<file path="src/include/cmd_status_cfg.svh">
// constants of the serial command and status register block
// What this block does
// - four read-only firmware version bytes: major, minor, incremental, suffix
// - sixteen-bit refresh count, high byte at lower address, low byte next
// - refresh after a bounded number of stored writes, counting each refresh
// - status read: escaped address in, acknowledge, real address, value out
// - status bits: fault, transmit, receive, near full, rf active, drained
// - command register is write-only, takes one operation value per frame
// - decode send, fetch, drop, flush, pairing and key operation codes
// - factory restore needs operation 0x20 followed by 0xaa then 0xbb
// - send without explicit framing flushes all waiting outbound data
// - send with explicit framing closes a packet of at most 192 bytes
// - several closed packets may wait, each sent separately in order
// - fetch header delivers and drops the header, payload stays readable
// - repeated fetch header before payload read discards that payload
// - refuse fetches when receive framing is off or a fetch is unfinished
// - reading the fault code clears the pending fault; newer codes overwrite
`ifndef CMD_STATUS_CFG_SVH
`define CMD_STATUS_CFG_SVH

// ======================================================================
// frame bytes
`define FRAME_HEADER 8'hff
`define FRAME_ESCAPE 8'hfe
`define FRAME_ESC_BIT 8'h80
`define READ_MARK 8'hfe
`define REPLY_ACK 8'h06
`define REPLY_NACK 8'h15

// ======================================================================
// register addresses after unescaping
`define ADDR_FW_MAJOR 8'hc0
`define ADDR_FW_MINOR 8'hc1
`define ADDR_FW_INCR 8'hc2
`define ADDR_FW_SUFFIX 8'hc3
`define ADDR_REFRESH_HIGH 8'hc4
`define ADDR_REFRESH_LOW 8'hc5
`define ADDR_LINE_SNAPSHOT 8'hc6
`define ADDR_SPECIAL_OP 8'hc7
`define ADDR_FAULT_CODE 8'h79

// ======================================================================
// operation codes
`define OP_SEND_PACKET 8'h01
`define OP_FETCH_HEADER 8'h02
`define OP_FETCH_PAYLOAD 8'h03
`define OP_FETCH_HEADER_PAYLOAD 8'h04
`define OP_DROP_RECEIVED 8'h05
`define OP_FLUSH_OUTBOUND 8'h06
`define OP_FLUSH_INBOUND 8'h07
`define OP_PAIRING_CONTROL 8'h10
`define OP_STORE_KEY 8'h11
`define OP_ERASE_KEY 8'h12
`define OP_RESTORE_KEY 8'h13
`define OP_FACTORY_RESTORE 8'h20
`define CONFIRM_FIRST 8'haa
`define CONFIRM_SECOND 8'hbb

// ======================================================================
// counts and limits
`define PACKET_MAX_BYTES 8'd192
`define REFRESH_WRITES_DEFAULT 8'd150
`define REFRESH_WRITES_MIN 8'd8
`define BODY_KEEP 3'd4
`define RESP_FIFO_DEPTH 8
`define RESERVED_BITS 2'b00

`endif

</file>
<file path="src/include/cmd_status_pkg.sv">
// types shared by the command and status block
`default_nettype none
package cmd_status_pkg;

  // ======================================================================
  // frame parser phases
  typedef enum logic [1:0] {
    PH_HDR,
    PH_SIZE,
    PH_BODY,
    PH_RESP
  } phase_t;

  typedef logic [7:0] byte_t;

  // ======================================================================
  // whole state of the register block
  typedef struct packed {
    phase_t phase;
    byte_t remain;
    logic esc;
    logic [2:0] nbytes;
    logic [3:0][7:0] body;
    logic [2:0][7:0] resp;
    logic [1:0] resp_len;
    logic [1:0] resp_idx;
    logic push_valid;
    byte_t push_data;
    logic rx_ready;
    logic exc_pending;
    byte_t exc_code;
    logic header_taken;
    logic fetch_busy;
    byte_t nv_writes;
    logic [15:0] refresh_count;
    byte_t out_count;
    logic op_strobe;
    byte_t op_code;
    byte_t op_arg;
    logic send_flush;
    logic packet_close;
    logic discard_payload;
    logic factory_restore;
    logic refresh;
  } csr_state_t;

endpackage
`default_nettype wire

</file>
<file path="src/include/byte_stream_if.sv">
// valid and ready stream carrier between the block and its buffer
`default_nettype none
interface byte_stream_if #(parameter int W = 8);
  logic [W-1:0] data;
  logic valid;
  logic ready;
  modport src (output data, output valid, input ready);
  modport snk (input data, input valid, output ready);
endinterface
`default_nettype wire

</file>
<file path="src/hw/command_status_registers.sv">
// serial command frame decoder with status and special operation registers
`include "cmd_status_cfg.svh"
`default_nettype none
module command_status_registers #(
  parameter logic [7:0] FW_MAJOR = 8'h00,  // arbitrary value
  parameter logic [7:0] FW_MINOR = 8'h00,  // arbitrary value
  parameter logic [7:0] FW_INCREMENTAL = 8'h00,  // arbitrary value
  parameter logic [7:0] FW_SUFFIX = 8'h00,  // arbitrary value
  parameter logic [7:0] REFRESH_WRITES = `REFRESH_WRITES_DEFAULT
) (
  input wire logic REF_CLK,
  input wire logic RESETN,
  input wire logic CLK_EN,
  input wire logic [7:0] RX_DATA,
  input wire logic RX_VALID,
  output logic RX_READY,
  output logic [7:0] TX_DATA,
  output logic TX_VALID,
  input wire logic TX_READY,
  input wire logic TRANSMITTER_ACTIVE_LINE,
  input wire logic RECEIVER_ACTIVE_LINE,
  input wire logic INBOUND_NEAR_FULL_LINE,
  input wire logic RF_TRANSFER_ACTIVE_LINE,
  input wire logic UART_QUEUE_DRAINED_LINE,
  input wire logic EXPLICIT_TRANSMIT_FRAMING,
  input wire logic EXPLICIT_RECEIVE_FRAMING,
  input wire logic FAULT_EVENT,
  input wire logic [7:0] FAULT_EVENT_CODE,
  input wire logic NV_WRITE_DONE,
  input wire logic OUTBOUND_BYTE,
  input wire logic FETCH_DONE,
  output logic FAULT_PENDING_LINE,
  output logic OP_STROBE,
  output logic [7:0] OP_CODE,
  output logic [7:0] OP_ARG,
  output logic SEND_FLUSH,
  output logic PACKET_CLOSE,
  output logic DISCARD_PAYLOAD,
  output logic FACTORY_RESTORE,
  output logic REFRESH_CYCLE,
  output logic [15:0] REFRESH_CYCLE_COUNT
);

  cmd_status_pkg::csr_state_t cur;
  cmd_status_pkg::csr_state_t nxt;

  logic rx_fire;
  logic [7:0] plain;
  logic [2:0] nb;
  logic [3:0][7:0] bd;
  logic exec;
  logic is_read;
  logic ro_write;
  logic is_fetch;
  logic fetch_ok;
  logic [7:0] op;
  logic [7:0] raddr;
  logic [7:0] line_snapshot;
  logic resp_ready;

  byte_stream_if #(.W(8)) resp_in ();
  byte_stream_if #(.W(8)) resp_out ();

  // ======================================================================
  // response buffer, stalls the parser when the host stops draining
  assign resp_in.data = cur.push_data;
  assign resp_in.valid = cur.push_valid;
  assign resp_ready = resp_in.ready;
  assign TX_DATA = resp_out.data;
  assign TX_VALID = resp_out.valid;
  assign resp_out.ready = TX_READY;

  byte_fifo #(.W(8), .DEPTH(`RESP_FIFO_DEPTH)) reply_buf (
    .clk(REF_CLK),
    .rst_n(RESETN),
    .ce(CLK_EN),
    .fill(resp_in),
    .drain(resp_out)
  );

  // ======================================================================
  // next state
  always_comb begin
    nxt = cur;
    nxt.op_strobe = 1'b0;
    nxt.send_flush = 1'b0;
    nxt.packet_close = 1'b0;
    nxt.discard_payload = 1'b0;
    nxt.factory_restore = 1'b0;
    nxt.refresh = 1'b0;
    rx_fire = RX_VALID && cur.rx_ready;
    plain = cur.esc ? (RX_DATA | `FRAME_ESC_BIT) : RX_DATA;
    nb = cur.nbytes;
    bd = cur.body;
    exec = 1'b0;
    is_read = 1'b0;
    ro_write = 1'b0;
    is_fetch = 1'b0;
    fetch_ok = 1'b0;
    op = cur.body[1];
    raddr = '0;
    // reserved bits are forced low here, whatever the lines do
    line_snapshot = {`RESERVED_BITS, UART_QUEUE_DRAINED_LINE,
                     RF_TRANSFER_ACTIVE_LINE, INBOUND_NEAR_FULL_LINE,
                     RECEIVER_ACTIVE_LINE, TRANSMITTER_ACTIVE_LINE,
                     cur.exc_pending};

    // fetch completion clears busy, but a fetch frame ending in the same cycle is judged on the old busy flag
    if (FETCH_DONE) begin
      nxt.fetch_busy = 1'b0;
    end

    // frame parser: header resyncs from any receive phase
    if (rx_fire && RX_DATA == `FRAME_HEADER) begin
      nxt.phase = cmd_status_pkg::PH_SIZE;
    end else if (rx_fire) begin
      unique case (cur.phase)
        cmd_status_pkg::PH_SIZE: begin
          nxt.remain = RX_DATA;
          nxt.esc = 1'b0;
          nxt.nbytes = '0;
          nxt.phase = (RX_DATA == 8'h00) ? cmd_status_pkg::PH_HDR
                                         : cmd_status_pkg::PH_BODY;
        end
        cmd_status_pkg::PH_BODY: begin
          nxt.remain = cur.remain - 8'd1;
          if (!cur.esc && RX_DATA == `FRAME_ESCAPE) begin
            nxt.esc = 1'b1;
          end else begin
            nxt.esc = 1'b0;
            // bytes past the fourth are not kept; the byte count holds at four
            if (cur.nbytes != `BODY_KEEP) begin
              bd[cur.nbytes[1:0]] = plain;
              nb = cur.nbytes + 3'd1;
            end
          end
          nxt.body = bd;
          nxt.nbytes = nb;
          exec = (cur.remain == 8'd1);
          op = bd[1];
        end
        default: begin
          nxt.phase = cmd_status_pkg::PH_HDR;
        end
      endcase
    end

    // ====================================================================
    // frame execution
    if (exec) begin
      nxt.phase = cmd_status_pkg::PH_RESP;
      nxt.resp_idx = '0;
      nxt.resp = {8'h00, 8'h00, `REPLY_NACK};
      nxt.resp_len = 2'd1;
      // short read: one escaped byte; long read: mark, then escaped address
      is_read = !nxt.esc && ((nb == 3'd2 && bd[0] == `READ_MARK) ||
                (nb == 3'd1 && (bd[0] & `FRAME_ESC_BIT) != 8'h00));
      raddr = (nb == 3'd1) ? (bd[0] & ~`FRAME_ESC_BIT)
                           : (bd[1] | `FRAME_ESC_BIT);
      ro_write = (bd[0] >= `ADDR_FW_MAJOR) && (bd[0] <= `ADDR_LINE_SNAPSHOT);
      is_fetch = (bd[0] == `ADDR_SPECIAL_OP) &&
                 (op == `OP_FETCH_HEADER || op == `OP_FETCH_PAYLOAD ||
                  op == `OP_FETCH_HEADER_PAYLOAD);
      fetch_ok = EXPLICIT_RECEIVE_FRAMING && !cur.fetch_busy;
      if (is_read) begin
        // read answer carries the real address, not the escaped one
        nxt.resp = {8'h00, raddr, `REPLY_ACK};
        nxt.resp_len = 2'd3;
        unique case (raddr)
          `ADDR_FW_MAJOR: nxt.resp[2] = FW_MAJOR;
          `ADDR_FW_MINOR: nxt.resp[2] = FW_MINOR;
          `ADDR_FW_INCR: nxt.resp[2] = FW_INCREMENTAL;
          `ADDR_FW_SUFFIX: nxt.resp[2] = FW_SUFFIX;
          `ADDR_REFRESH_HIGH: nxt.resp[2] = cur.refresh_count[15:8];
          `ADDR_REFRESH_LOW: nxt.resp[2] = cur.refresh_count[7:0];
          `ADDR_LINE_SNAPSHOT: nxt.resp[2] = line_snapshot;
          `ADDR_FAULT_CODE: begin
            nxt.resp[2] = cur.exc_code;
            nxt.exc_pending = 1'b0;
          end
          default: begin
            nxt.resp = {8'h00, 8'h00, `REPLY_NACK};
            nxt.resp_len = 2'd1;
          end
        endcase
      end else if (bd[0] == `ADDR_SPECIAL_OP && nb >= 3'd2) begin
        // write-only port: the value is latched onto OP_CODE, never read back
        nxt.resp[0] = `REPLY_ACK;
        nxt.op_code = op;
        // short frames carry no argument; stale body bytes must not leak
        nxt.op_arg = (nb >= 3'd3) ? bd[2] : 8'h00;
        nxt.op_strobe = 1'b1;
        unique case (op)
          `OP_SEND_PACKET: begin
            if (EXPLICIT_TRANSMIT_FRAMING) begin
              // close only; earlier closed packets keep their place
              nxt.packet_close = 1'b1;
            end else begin
              nxt.send_flush = 1'b1;
            end
            nxt.out_count = '0;
          end
          `OP_FETCH_HEADER, `OP_FETCH_PAYLOAD,
          `OP_FETCH_HEADER_PAYLOAD: begin
            if (!fetch_ok) begin
              nxt.resp[0] = `REPLY_NACK;
              nxt.op_strobe = 1'b0;
            end else begin
              nxt.fetch_busy = 1'b1;
              // header fetched again before its payload: drop it
              nxt.discard_payload = (op == `OP_FETCH_HEADER) &&
                                    cur.header_taken;
              // header goes, payload stays readable
              nxt.header_taken = (op == `OP_FETCH_HEADER);
            end
          end
          `OP_DROP_RECEIVED: begin
            nxt.header_taken = 1'b0;
            nxt.fetch_busy = 1'b0;
          end
          `OP_FLUSH_OUTBOUND: nxt.out_count = '0;
          `OP_FLUSH_INBOUND, `OP_PAIRING_CONTROL, `OP_STORE_KEY,
          `OP_ERASE_KEY, `OP_RESTORE_KEY: nxt.op_strobe = 1'b1;
          `OP_FACTORY_RESTORE: begin
            // both confirmation bytes, in order; bytes after the fourth are not checked
            if (nb == 3'd4 && bd[2] == `CONFIRM_FIRST &&
                bd[3] == `CONFIRM_SECOND) begin
              nxt.factory_restore = 1'b1;
            end else begin
              nxt.resp[0] = `REPLY_NACK;
              nxt.op_strobe = 1'b0;
            end
          end
          default: begin
            nxt.resp[0] = `REPLY_NACK;
            nxt.op_strobe = 1'b0;
          end
        endcase
      end else if (ro_write) begin
        // read-only registers answer a write with a refusal
        nxt.resp[0] = `REPLY_NACK;
      end
      nxt.push_valid = 1'b1;
      nxt.push_data = nxt.resp[0];
    end

    // ====================================================================
    // reply bytes into the buffer, one per accepted handshake
    if (cur.phase == cmd_status_pkg::PH_RESP && cur.push_valid &&
        resp_ready) begin
      nxt.resp_idx = cur.resp_idx + 2'd1;
      if (cur.resp_idx + 2'd1 == cur.resp_len) begin
        nxt.push_valid = 1'b0;
        nxt.phase = cmd_status_pkg::PH_HDR;
      end else begin
        nxt.push_data = cur.resp[cur.resp_idx + 2'd1];
      end
    end
    // parser takes bytes only when no reply is pending
    nxt.rx_ready = (nxt.phase != cmd_status_pkg::PH_RESP);

    // ====================================================================
    // a new fault in the same cycle as the read wins over the read's clear
    if (FAULT_EVENT) begin
      nxt.exc_pending = 1'b1;
      nxt.exc_code = FAULT_EVENT_CODE;
    end

    // stored-memory wear tracking; threshold capped at the default, no lower bound applied
    if (NV_WRITE_DONE) begin
      if (cur.nv_writes + 8'd1 >= REFRESH_WRITES ||
          cur.nv_writes + 8'd1 >= `REFRESH_WRITES_DEFAULT) begin
        nxt.nv_writes = '0;
        nxt.refresh = 1'b1;
        nxt.refresh_count = cur.refresh_count + 16'd1;
      end else begin
        nxt.nv_writes = cur.nv_writes + 8'd1;
      end
    end

    // an open explicit packet is closed by force when it reaches the limit
    if (OUTBOUND_BYTE && EXPLICIT_TRANSMIT_FRAMING) begin
      if (nxt.out_count + 8'd1 == `PACKET_MAX_BYTES) begin
        nxt.out_count = '0;
        nxt.packet_close = 1'b1;
      end else begin
        nxt.out_count = nxt.out_count + 8'd1;
      end
    end
  end

  // ======================================================================
  // state register, frozen while the clock enable is low
  always_ff @(posedge REF_CLK or negedge RESETN) begin
    if (!RESETN) begin
      cur <= '0;
    end else if (CLK_EN) begin
      cur <= nxt;
    end
  end

  // ======================================================================
  // outputs, each a field of the state register
  assign RX_READY = cur.rx_ready;
  assign FAULT_PENDING_LINE = cur.exc_pending;
  assign OP_STROBE = cur.op_strobe;
  assign OP_CODE = cur.op_code;
  assign OP_ARG = cur.op_arg;
  assign SEND_FLUSH = cur.send_flush;
  assign PACKET_CLOSE = cur.packet_close;
  assign DISCARD_PAYLOAD = cur.discard_payload;
  assign FACTORY_RESTORE = cur.factory_restore;
  assign REFRESH_CYCLE = cur.refresh;
  assign REFRESH_CYCLE_COUNT = cur.refresh_count;

  // ======================================================================
  // checks
  refresh_count_a: assert property (
    @(posedge REF_CLK) disable iff (!RESETN)
    $past(CLK_EN) && cur.refresh |->
      cur.refresh_count == $past(cur.refresh_count) + 16'd1)
    else $error("refresh count did not step with refresh");

  status_reserved_a: assert property (
    @(posedge REF_CLK) disable iff (!RESETN)
    CLK_EN && exec && is_read && raddr == `ADDR_LINE_SNAPSHOT |=>
      cur.resp[2][7:6] == `RESERVED_BITS && cur.resp_len == 2'd3 &&
      cur.resp[1] == `ADDR_LINE_SNAPSHOT)
    else $error("status read reply malformed");

  ro_refused_a: assert property (
    @(posedge REF_CLK) disable iff (!RESETN)
    CLK_EN && exec && !is_read && ro_write |=>
      cur.resp[0] == `REPLY_NACK && cur.resp_len == 2'd1 && !cur.op_strobe)
    else $error("write to read-only register accepted");

  fetch_refused_a: assert property (
    @(posedge REF_CLK) disable iff (!RESETN)
    CLK_EN && exec && is_fetch && !fetch_ok |=>
      cur.resp[0] == `REPLY_NACK && !cur.op_strobe && !cur.discard_payload)
    else $error("fetch accepted while refused");

  payload_discard_a: assert property (
    @(posedge REF_CLK) disable iff (!RESETN)
    CLK_EN && exec && is_fetch && fetch_ok && op == `OP_FETCH_HEADER &&
    cur.header_taken |=> cur.discard_payload && cur.header_taken)
    else $error("unread payload not discarded");

  restore_confirm_a: assert property (
    @(posedge REF_CLK) disable iff (!RESETN)
    $past(CLK_EN) && cur.factory_restore |->
      $past(cur.phase) == cmd_status_pkg::PH_BODY &&
      cur.body[2] == `CONFIRM_FIRST && cur.body[3] == `CONFIRM_SECOND &&
      cur.resp[0] == `REPLY_ACK)
    else $error("factory restore without confirmation");

  fault_clear_a: assert property (
    @(posedge REF_CLK) disable iff (!RESETN)
    CLK_EN && exec && is_read && raddr == `ADDR_FAULT_CODE |=>
      cur.exc_pending == $past(FAULT_EVENT) && cur.resp[2] == $past(cur.exc_code))
    else $error("fault read did not clear pending");

  send_mode_a: assert property (
    @(posedge REF_CLK) disable iff (!RESETN)
    CLK_EN && exec && bd[0] == `ADDR_SPECIAL_OP && op == `OP_SEND_PACKET &&
    nb >= 3'd2 |=>
      cur.send_flush == !$past(EXPLICIT_TRANSMIT_FRAMING) &&
      (cur.packet_close || !$past(EXPLICIT_TRANSMIT_FRAMING)))
    else $error("send did not follow framing mode");

  packet_limit_a: assert property (
    @(posedge REF_CLK) disable iff (!RESETN)
    cur.out_count < `PACKET_MAX_BYTES)
    else $error("open packet exceeded its limit");

endmodule
`default_nettype wire

</file>
<file path="src/hw/byte_fifo.sv">
// flip-flop fifo with a registered output stage
`default_nettype none
module byte_fifo #(
  parameter int W = 8,
  parameter int DEPTH = 8
) (
  input wire logic clk,
  input wire logic rst_n,
  input wire logic ce,
  byte_stream_if.snk fill,
  byte_stream_if.src drain
);
  localparam int AW = (DEPTH > 1) ? $clog2(DEPTH) : 1;
  // sized to the count, so a power-of-two depth does not wrap to zero
  localparam logic [AW:0] FULL = (AW+1)'(DEPTH);
  localparam logic [AW-1:0] LAST = AW'(DEPTH - 1);

  typedef struct packed {
    logic [DEPTH-1:0][W-1:0] mem;
    logic [AW:0] count;
    logic [AW-1:0] wr;
    logic [AW-1:0] rd;
    logic out_valid;
    logic [W-1:0] out_data;
  } fifo_state_t;

  fifo_state_t cur;
  fifo_state_t nxt;
  logic push;
  logic take;

  // ======================================================================
  // storage and output stage
  // full is taken from the stored count only, so ready never loops back
  assign fill.ready = (cur.count != FULL);
  assign drain.valid = cur.out_valid;
  assign drain.data = cur.out_data;

  always_comb begin
    nxt = cur;
    push = fill.valid && fill.ready;
    take = (!cur.out_valid || drain.ready) && (cur.count != '0);
    if (cur.out_valid && drain.ready) begin
      nxt.out_valid = 1'b0;
    end
    if (take) begin
      nxt.out_valid = 1'b1;
      nxt.out_data = cur.mem[cur.rd];
      nxt.rd = (cur.rd == LAST) ? '0 : cur.rd + 1'b1;
    end
    if (push) begin
      nxt.mem[cur.wr] = fill.data;
      nxt.wr = (cur.wr == LAST) ? '0 : cur.wr + 1'b1;
    end
    nxt.count = cur.count + (AW+1)'(push) - (AW+1)'(take);
  end

  // frozen while the clock enable is low
  always_ff @(posedge clk or negedge rst_n) begin
    if (!rst_n) begin
      cur <= '0;
    end else if (ce) begin
      cur <= nxt;
    end
  end

endmodule
`default_nettype wire

</file>
<file path="config.mk">
export PLATFORM = sky130hd
export DESIGN_NAME = command_status_registers
export DESIGN_NICKNAME = d
export VERILOG_FILES = /design/src/include/cmd_status_pkg.sv /design/src/include/byte_stream_if.sv /design/src/hw/command_status_registers.sv /design/src/hw/byte_fifo.sv
export VERILOG_INCLUDE_DIRS = /design/src /design/src/include
export SDC_FILE = /design/constraint.sdc
export NUM_CORES = 1
export LEC_CHECK = 0
export ABC_AREA = 1
export BUFFER_PORTS_ARGS = -buffer_cell sky130_fd_sc_hd__buf_2
export CORE_ASPECT_RATIO = 0.8
export CORE_MARGIN = 2
export CORE_UTILIZATION = 50
export DETAILED_ROUTE_END_ITERATION = 8
export HOLD_SLACK_MARGIN = 0.02
export MAX_ROUTING_LAYER = met4
export PLACE_DENSITY = 0.74
export SETUP_SLACK_MARGIN = 0.5
export SLEW_MARGIN = 10
export SYNTH_ARGS = -nofsm -noshare
export SYNTH_HDL_FRONTEND = slang
export SYNTH_SLANG_ARGS = --single-unit
</file>
<file path="constraint.sdc">
create_clock -name REF_CLK -period 5.6 [get_ports REF_CLK]
set_input_delay 0.56 -clock REF_CLK [delete_from_list [all_inputs] [get_ports REF_CLK]]
set_output_delay 0.56 -clock REF_CLK [all_outputs]
set_load 0.005 [all_outputs]
</file>
=== After elaboration in Yosys (flattened, before gate mapping) ===
Index checks and enable logic that the tools add are counted.

* Input port bits: 32
* ROM bits: 0
* Latch bits: 0
* Word-level logic and storage cells: 243
* Output and inout port bits: 49
* Memories kept: 0
* RAM bits: 0
* Flip-flop bits (word level): 232

* Equal/unequal tests: 41
* Magnitude comparators: 9
* $mul: 0
* Reductions and logical operators: 51
* Shift-type cells: 0
* Bitwise logic cells: 2
* Divide/modulo/power cells: 0
* Muxes and demuxes: 86
* Add/sub/neg operators: 10

{| class="wikitable"
|+ Operators by type and width
! operator !! number
|-
| $mux 32 || 5
|-
| $mux 8 || 17
|-
| $eq 8x8->1 const B || 14
|-
| $mux 29 || 3
|-
| $bwmux 64 || 1
|-
| $mux 46 || 1
|-
| $mux 36 || 1
|-
| $bwmux 32 || 1
|-
| $eq 8x3->1 const B || 4
|-
| $eq 8x5->1 const B || 4
|-
| $pmux 8 s4 || 1
|-
| $bmux 8 s3 || 1
|-
| $demux 8 s3 || 1
|-
| $mux 1 || 24
|-
| $pmux 12 s2 || 1
|-
| $mux 11 || 2
|-
| $mux 3 || 7
|-
| $logic_and 1x1->1 || 19
|-
| $mux 18 || 1
|-
| $mux 9 || 2
|-
| $add 16x1->16 const B || 1
|-
| $add 8x1->8 const B || 2
|-
| $bmux 8 s2 || 1
|-
| $demux 8 s2 || 1
|-
| 43 further kinds || 84
|}

=== Longest topological paths before layout ===
* Depth in word-level cells: 22
* Mapped depth: 31
* Gate-level depth less buffers: 29

=== Modules after synthesis ===
From an unflattened synthesis, not the netlist that was laid out.

* Cell total of the unflattened synthesis: 1744
* Area total of the unflattened synthesis: 13208.9 µm²

{| class="wikitable"
|+ By module, submodules not included
! module !! sequential area each (µm²) !! area each (µm²) !! cells an instance !! times used
|-
| command_status_registers || 3578.4 || 8836.0 || 1153 || 1
|-
| byte_fifo || 2077.0 || 4372.9 || 591 || 1
|}

=== Worst setup path after synthesis ===
No wires, ideal clock.

* Path kind: register to register
* From: register cur[135] (netlist name)
* To: register cur[28] (netlist name)
* Arrival time: 3.124 ns
* Setup time: 0.120 ns
* Cell stages (with the launch flop): 30
* Setup slack: 2.356 ns
* Clock period less this slack: 3.244 ns
* Required time: 5.480 ns
* Path through: dfrtp_1 > inv_1 > ha_1 > nand2_1 > nand2_1 > nor2_4 > nand2_4 > buf_12 > nand2_2 > o21ai_2 > nand2_2 > nand2_4 > nand2_4 > nor2_8 > nand2_1 > nand2_2 > nand2_4 > buf_8 > inv_2 > nor2_1 > ha_1 > nand3_1 > nor2_1 > nand2_1 > nand2_1 > nand2_1 > nor2_1 > nand2_1 > nand2_1 > a21oi_1

* Cells in the longest elaborated chain, start to end: 20

{| class="wikitable"
|+ RTL lines
! element !! RTL line !! RTL
|-
| start: declaration || command_status_registers.sv:44 || <nowiki>cmd_status_pkg::csr_state_t cur;</nowiki>
|-
| start signal: assignment || command_status_registers.sv:298 || <nowiki>cur <= nxt;</nowiki>
|-
| $lt 2x3->1 (implied by the code) / $ge 2x1->1 (equally long branches) || command_status_registers.sv:133 || <nowiki>bd[cur.nbytes[1:0]] = plain;</nowiki>
|-
| $logic_and 1x1->1 (implied by the code) || command_status_registers.sv:133 ||
|-
| $mux 8 (implied by the code) || command_status_registers.sv:133 ||
|-
| $demux 8 s2 || command_status_registers.sv:133 ||
|-
| $bwmux 32 || command_status_registers.sv:133 ||
|-
| $mux 32 || command_status_registers.sv:132 || <nowiki>if (cur.nbytes != `BODY_KEEP) begin</nowiki>
|-
| $mux 32 || command_status_registers.sv:127 || <nowiki>if (!cur.esc && RX_DATA == `FRAME_ESCAPE) begin</nowiki>
|-
| $mux 8 / $mux 32 (equally long branches) || command_status_registers.sv:117 || <nowiki>unique case (cur.phase)</nowiki>
|-
| (+4 left out) || n/a ||
|-
| $mux 8 / $logic_or 1x1->1 (equally long branches) || command_status_registers.sv:193, command_status_registers.sv:156 ||
|-
| $mux 29 / $logic_and 1x1->1 (equally long branches) || command_status_registers.sv:186, command_status_registers.sv:156 ||
|-
| $mux 29 (*) || command_status_registers.sv:165 || <nowiki>if (is_read) begin</nowiki>
|-
| $mux 29 (*) || command_status_registers.sv:150 || <nowiki>if (exec) begin</nowiki>
|-
| $add 8x1->8 || command_status_registers.sv:283, command_status_registers.sv:287 ||
|-
| $eq 8x8->1 (no line) || n/a ||
|-
| $mux 8 || command_status_registers.sv:283 || <nowiki>if (nxt.out_count + 8'd1 == `PACKET_MAX_BYTES) begin</nowiki>
|-
| $mux 8 (*) || command_status_registers.sv:282 || <nowiki>if (OUTBOUND_BYTE && EXPLICIT_TRANSMIT_FRAMING) begin</nowiki>
|}

Every way passes the cells marked *; elsewhere a longest branch is shown, timed or not.
A chain may end at the register's enable or synchronous reset.

=== Final worst setup path ===
* From: register cur[147] (netlist name)
* To: register cur[29] (netlist name)

* Cells in the longest elaborated chain, start to end: 14

{| class="wikitable"
|+ RTL lines
! element !! RTL line !! RTL
|-
| $eq 2x2->1 || command_status_registers.sv:117 ||
|-
| $mux 8 (tied with other cells) || command_status_registers.sv:117 ||
|-
| $mux 8 (tied with other cells) || command_status_registers.sv:116 || <nowiki>end else if (rx_fire) begin</nowiki>
|-
| $mux 8 (tied with other cells) || command_status_registers.sv:114 || <nowiki>if (rx_fire && RX_DATA == `FRAME_HEADER) begin</nowiki>
|-
| $eq 8x3->1 (tied with other cells) || command_status_registers.sv:193 || <nowiki>unique case (op)</nowiki>
|-
| $reduce_or 2->1 (no line) (tied with other cells) || n/a ||
|-
| $mux 8 / $logic_or 1x1->1 (equally long branches) || command_status_registers.sv:193, command_status_registers.sv:156 ||
|-
| $mux 29 / $logic_and 1x1->1 (equally long branches) || command_status_registers.sv:186, command_status_registers.sv:156 ||
|-
| $mux 29 || command_status_registers.sv:165 ||
|-
| $mux 29 (*) || command_status_registers.sv:150 ||
|-
| $add 8x1->8 || command_status_registers.sv:283, command_status_registers.sv:287 ||
|-
| $eq 8x8->1 (no line) || n/a ||
|-
| $mux 8 || command_status_registers.sv:283 ||
|-
| $mux 8 (*) || command_status_registers.sv:282 ||
|}

Marked as above.

==> out/qor.yml <==
ctsResizeCount: 0
syn_avg_cell_area_sq_um: 7.969
cts_hold_buf: 0
dr.pass1.iters: 6
slowest_delay_ns: 0.48
grt_pass1_wl_mm: 52.12
gp_congestion: 0.9606
num_rows: 52
use_met1_pct: 36.72
grt_setup_unrepaired: "false"
cts_setup_buffers: 0
top_usage_layer: "met1"
crit_required_ns: 6.00
clock_sinks: 226
p_per_area_nw_per_um2: 427.0
via_per_inst: 5.531
dieWidth_microns: 181.8
rr_startpoint: "cur[147]"
r2r_setup_slack_ns: 1.62
r2r-end: "cur[29]"
maxSlewHeadroom_pct: 22.65
root_buffer: "clkbuf_16"
tightest_slew_ns: 1.160
avgRoutedWirePerCell_microns: 16.03
finalClockSkew_ns: 0.01681
finalNetCount: 1663
ys_seq_elements: 226
fin_crit_ns: 3.983
syn2layout_area_growth_pct: 9.112
grt_pass1_vias: 10120
r2r_cells: 26
outcome: "completed"
startpoint_type: "flip-flop"
cts_max_level: 1
globalRouteMet2Util_pct: 34.66
period_share_pct: 71.12
grt_overflow: 0
cpMaxStageDelayCell: "ha_1"
drtIter0Drc: 1018
synth_top_area_share_pct: 44.72
synthTopCellsByArea: "dfrtp_1, nand2_1, o21ai_0"
ir_drop_v: 0.0002692
coreArea_sq_um: 25050
io_pins: 81
clkLatencyLatePin_ns: 0.53
drv_cap: 0
ant_nets: 0
fp.dieArea_sq_um: 26590
setup_viol: 0
syn-num-nets: 1644
grt_use_met3_pct: 4.515
cts_buffers: 25
yosys.area.top_type: "dfrtp_1"
netlist_area_sq_um: 12650
fmax_mhz: 251.1
grt_usage_pct: 24.53
port_buffers: 80
drc: 0
crit_path_end_kind: "flip-flop"
crit_top_cell: "nand2_1"
p_leak_nw: 6.845
initial_core_util_pct: 50.49
dp_hpwl_mm: 21.93
critPathKind: "flip-flop to flip-flop"
cts_tree: "done"
crit_fanout: 13
arrival_ns: 4.38
postSynthCellCount: 1587
maxSlewViolCount: 0
fin_ws_ns: 1.617
clockBufferDepth: 3
ys_types: 58
tns_ns: 0
ys_warn_count: 0
drt-total-wl_mm: 31.19
grt_max_degree: 127
clkTransAtPathRegs_ns: 0.06
via_count: 10760
final_layout_size_suffix_gt1_share_pct: 13.15
antenna_found_initial: 1
hold_path.class: "primary input to asynchronous set/reset pin"
dp_worst_setup_slack_ns: 1.715
die-height_microns: 146.3
finalHoldViolations: 0
synth-seq-area-share_pct: 44.72
[layout make-up]
cell class / instances / area (sq um)
antenna: 1 / 2.502
clock buffer: 35 / 723.2
clock inverter: 6 / 130.1
fill: 2274 / 11250
inverter: 174 / 655.6
multi-input combinational: 1095 / 5774
sequential: 226 / 5655
tap: 324 / 405.4
timing repair buffer: 84 / 452.9
[stage by stage]
stage | util, % | total power, mW | cell area (sq um) | hold WS, ns | cells
floorplan | - | 3.704 | 12650 | 0.2644 | 1587
global placement | 51.67 | 4.099 | 12940 | 0.4576 | 1903
detailed placement | 51.67 | 4.168 | 12940 | 0.4612 | 1903
CTS | 55.08 | 5.904 | 13800 | 0.1008 | 1944
global route | 55.09 | 6.316 | 13800 | 0.1329 | 1945
finish | 55.09 | 5.893 | 13800 | 0.04186 | 1945
[flip-flops by register name (all words and copies together) (netlist names), 8 cells and up]
| name | flops |
|---|---|
| resp_in.data | 8 |
| OP_CODE | 8 |
| OP_ARG | 8 |
| REFRESH_CYCLE_COUNT | 16 |
| cur | 94 |
| reply_buf.cur | 74 |
| reply_buf.drain.data | 8 |
[cells by family after synthesis]
kind of cell,share of synthesized area [%]
AO/OA/AOI/OAI,15.56
XOR/XNOR,1.801
adder cells (fa/ha/maj),2.533
buffers and inverters,9.626
flip-flops,44.72
multiplexers,0.6233
AND/OR/NAND/NOR,25.14
[how the worst max path moves through the flow]
stage               startpoint               to  slack (ns)
floorplan             cur[135]          cur[28]        2.36
CTS                   cur[147]          cur[28]        1.69
global route          cur[147]          cur[28]        1.22
global placement    RX_DATA[6]  resp_in.data[4]        1.86
detailed placement    cur[147]          cur[28]        1.72
finish                cur[147]          cur[29]        1.62
[cell usage in the layout (no fill, tap or decap), types with 12 or more instances in the layout]
cell type	n
a21oi_1	42
buf_2	79
clkbuf_16	25
dfrtp_1	226
ha_1	24
inv_1	161
nand2_1	363
nand2_2	24
nand3_1	104
nand4_1	20
nor2_1	115
o21ai_0	207
o21ai_1	15
o221ai_1	12
o22ai_1	18
xor2_1	19
[layer usage]
metal | up-vias | share of wire [%]
met5 | - | 0
met4 | 0 | 1.8
met3 | 43 | 6.8
met2 | 331 | 42
met1 | 5131 | 49
li1 | 5252 | -
[worst max-delay path, delay by kind of cell (launching register included)]
| family | cells | cell delay [ns] |
|---|---|---|
| compound gates | 2 | 0.11 |
| fa+ha+maj | 2 | 0.72 |
| buf+inv | 2 | 0.16 |
| simple gates | 20 | 2.46 |
| flops | 1 | 0.41 |
[power breakdown]
group | total (mW) | switching (mW) | internal [mW]
sequential | 2.42 | 0.360 | 2.06
combinational | 1.76 | 1.14 | 0.619
clock | 1.72 | 0.646 | 1.07
[synthesized netlist by cell type, drive strengths merged]
cell    number
a21oi       43
a221oi       8
a22o         3
a22oi        2
a31oi        2
a41oi        1
and3         1
buf         53
clkbuf      39
clkinv       4
dfrtp      226
fa           1
ha          24
inv        170
mux2         7
nand2      397
nand3      110
nand3b       3
nand4       20
nor2       134
nor3        17
nor3b        1
nor4         5
nor4b        1
o211ai      11
o21a         5
o21ai      230
o21bai       1
o221ai      12
o22a         1
o22ai       18
o311ai       1
o31ai        5
o41ai        4
or2          1
xnor2        7
xor2        19
(Power assumes the default switching activity.)
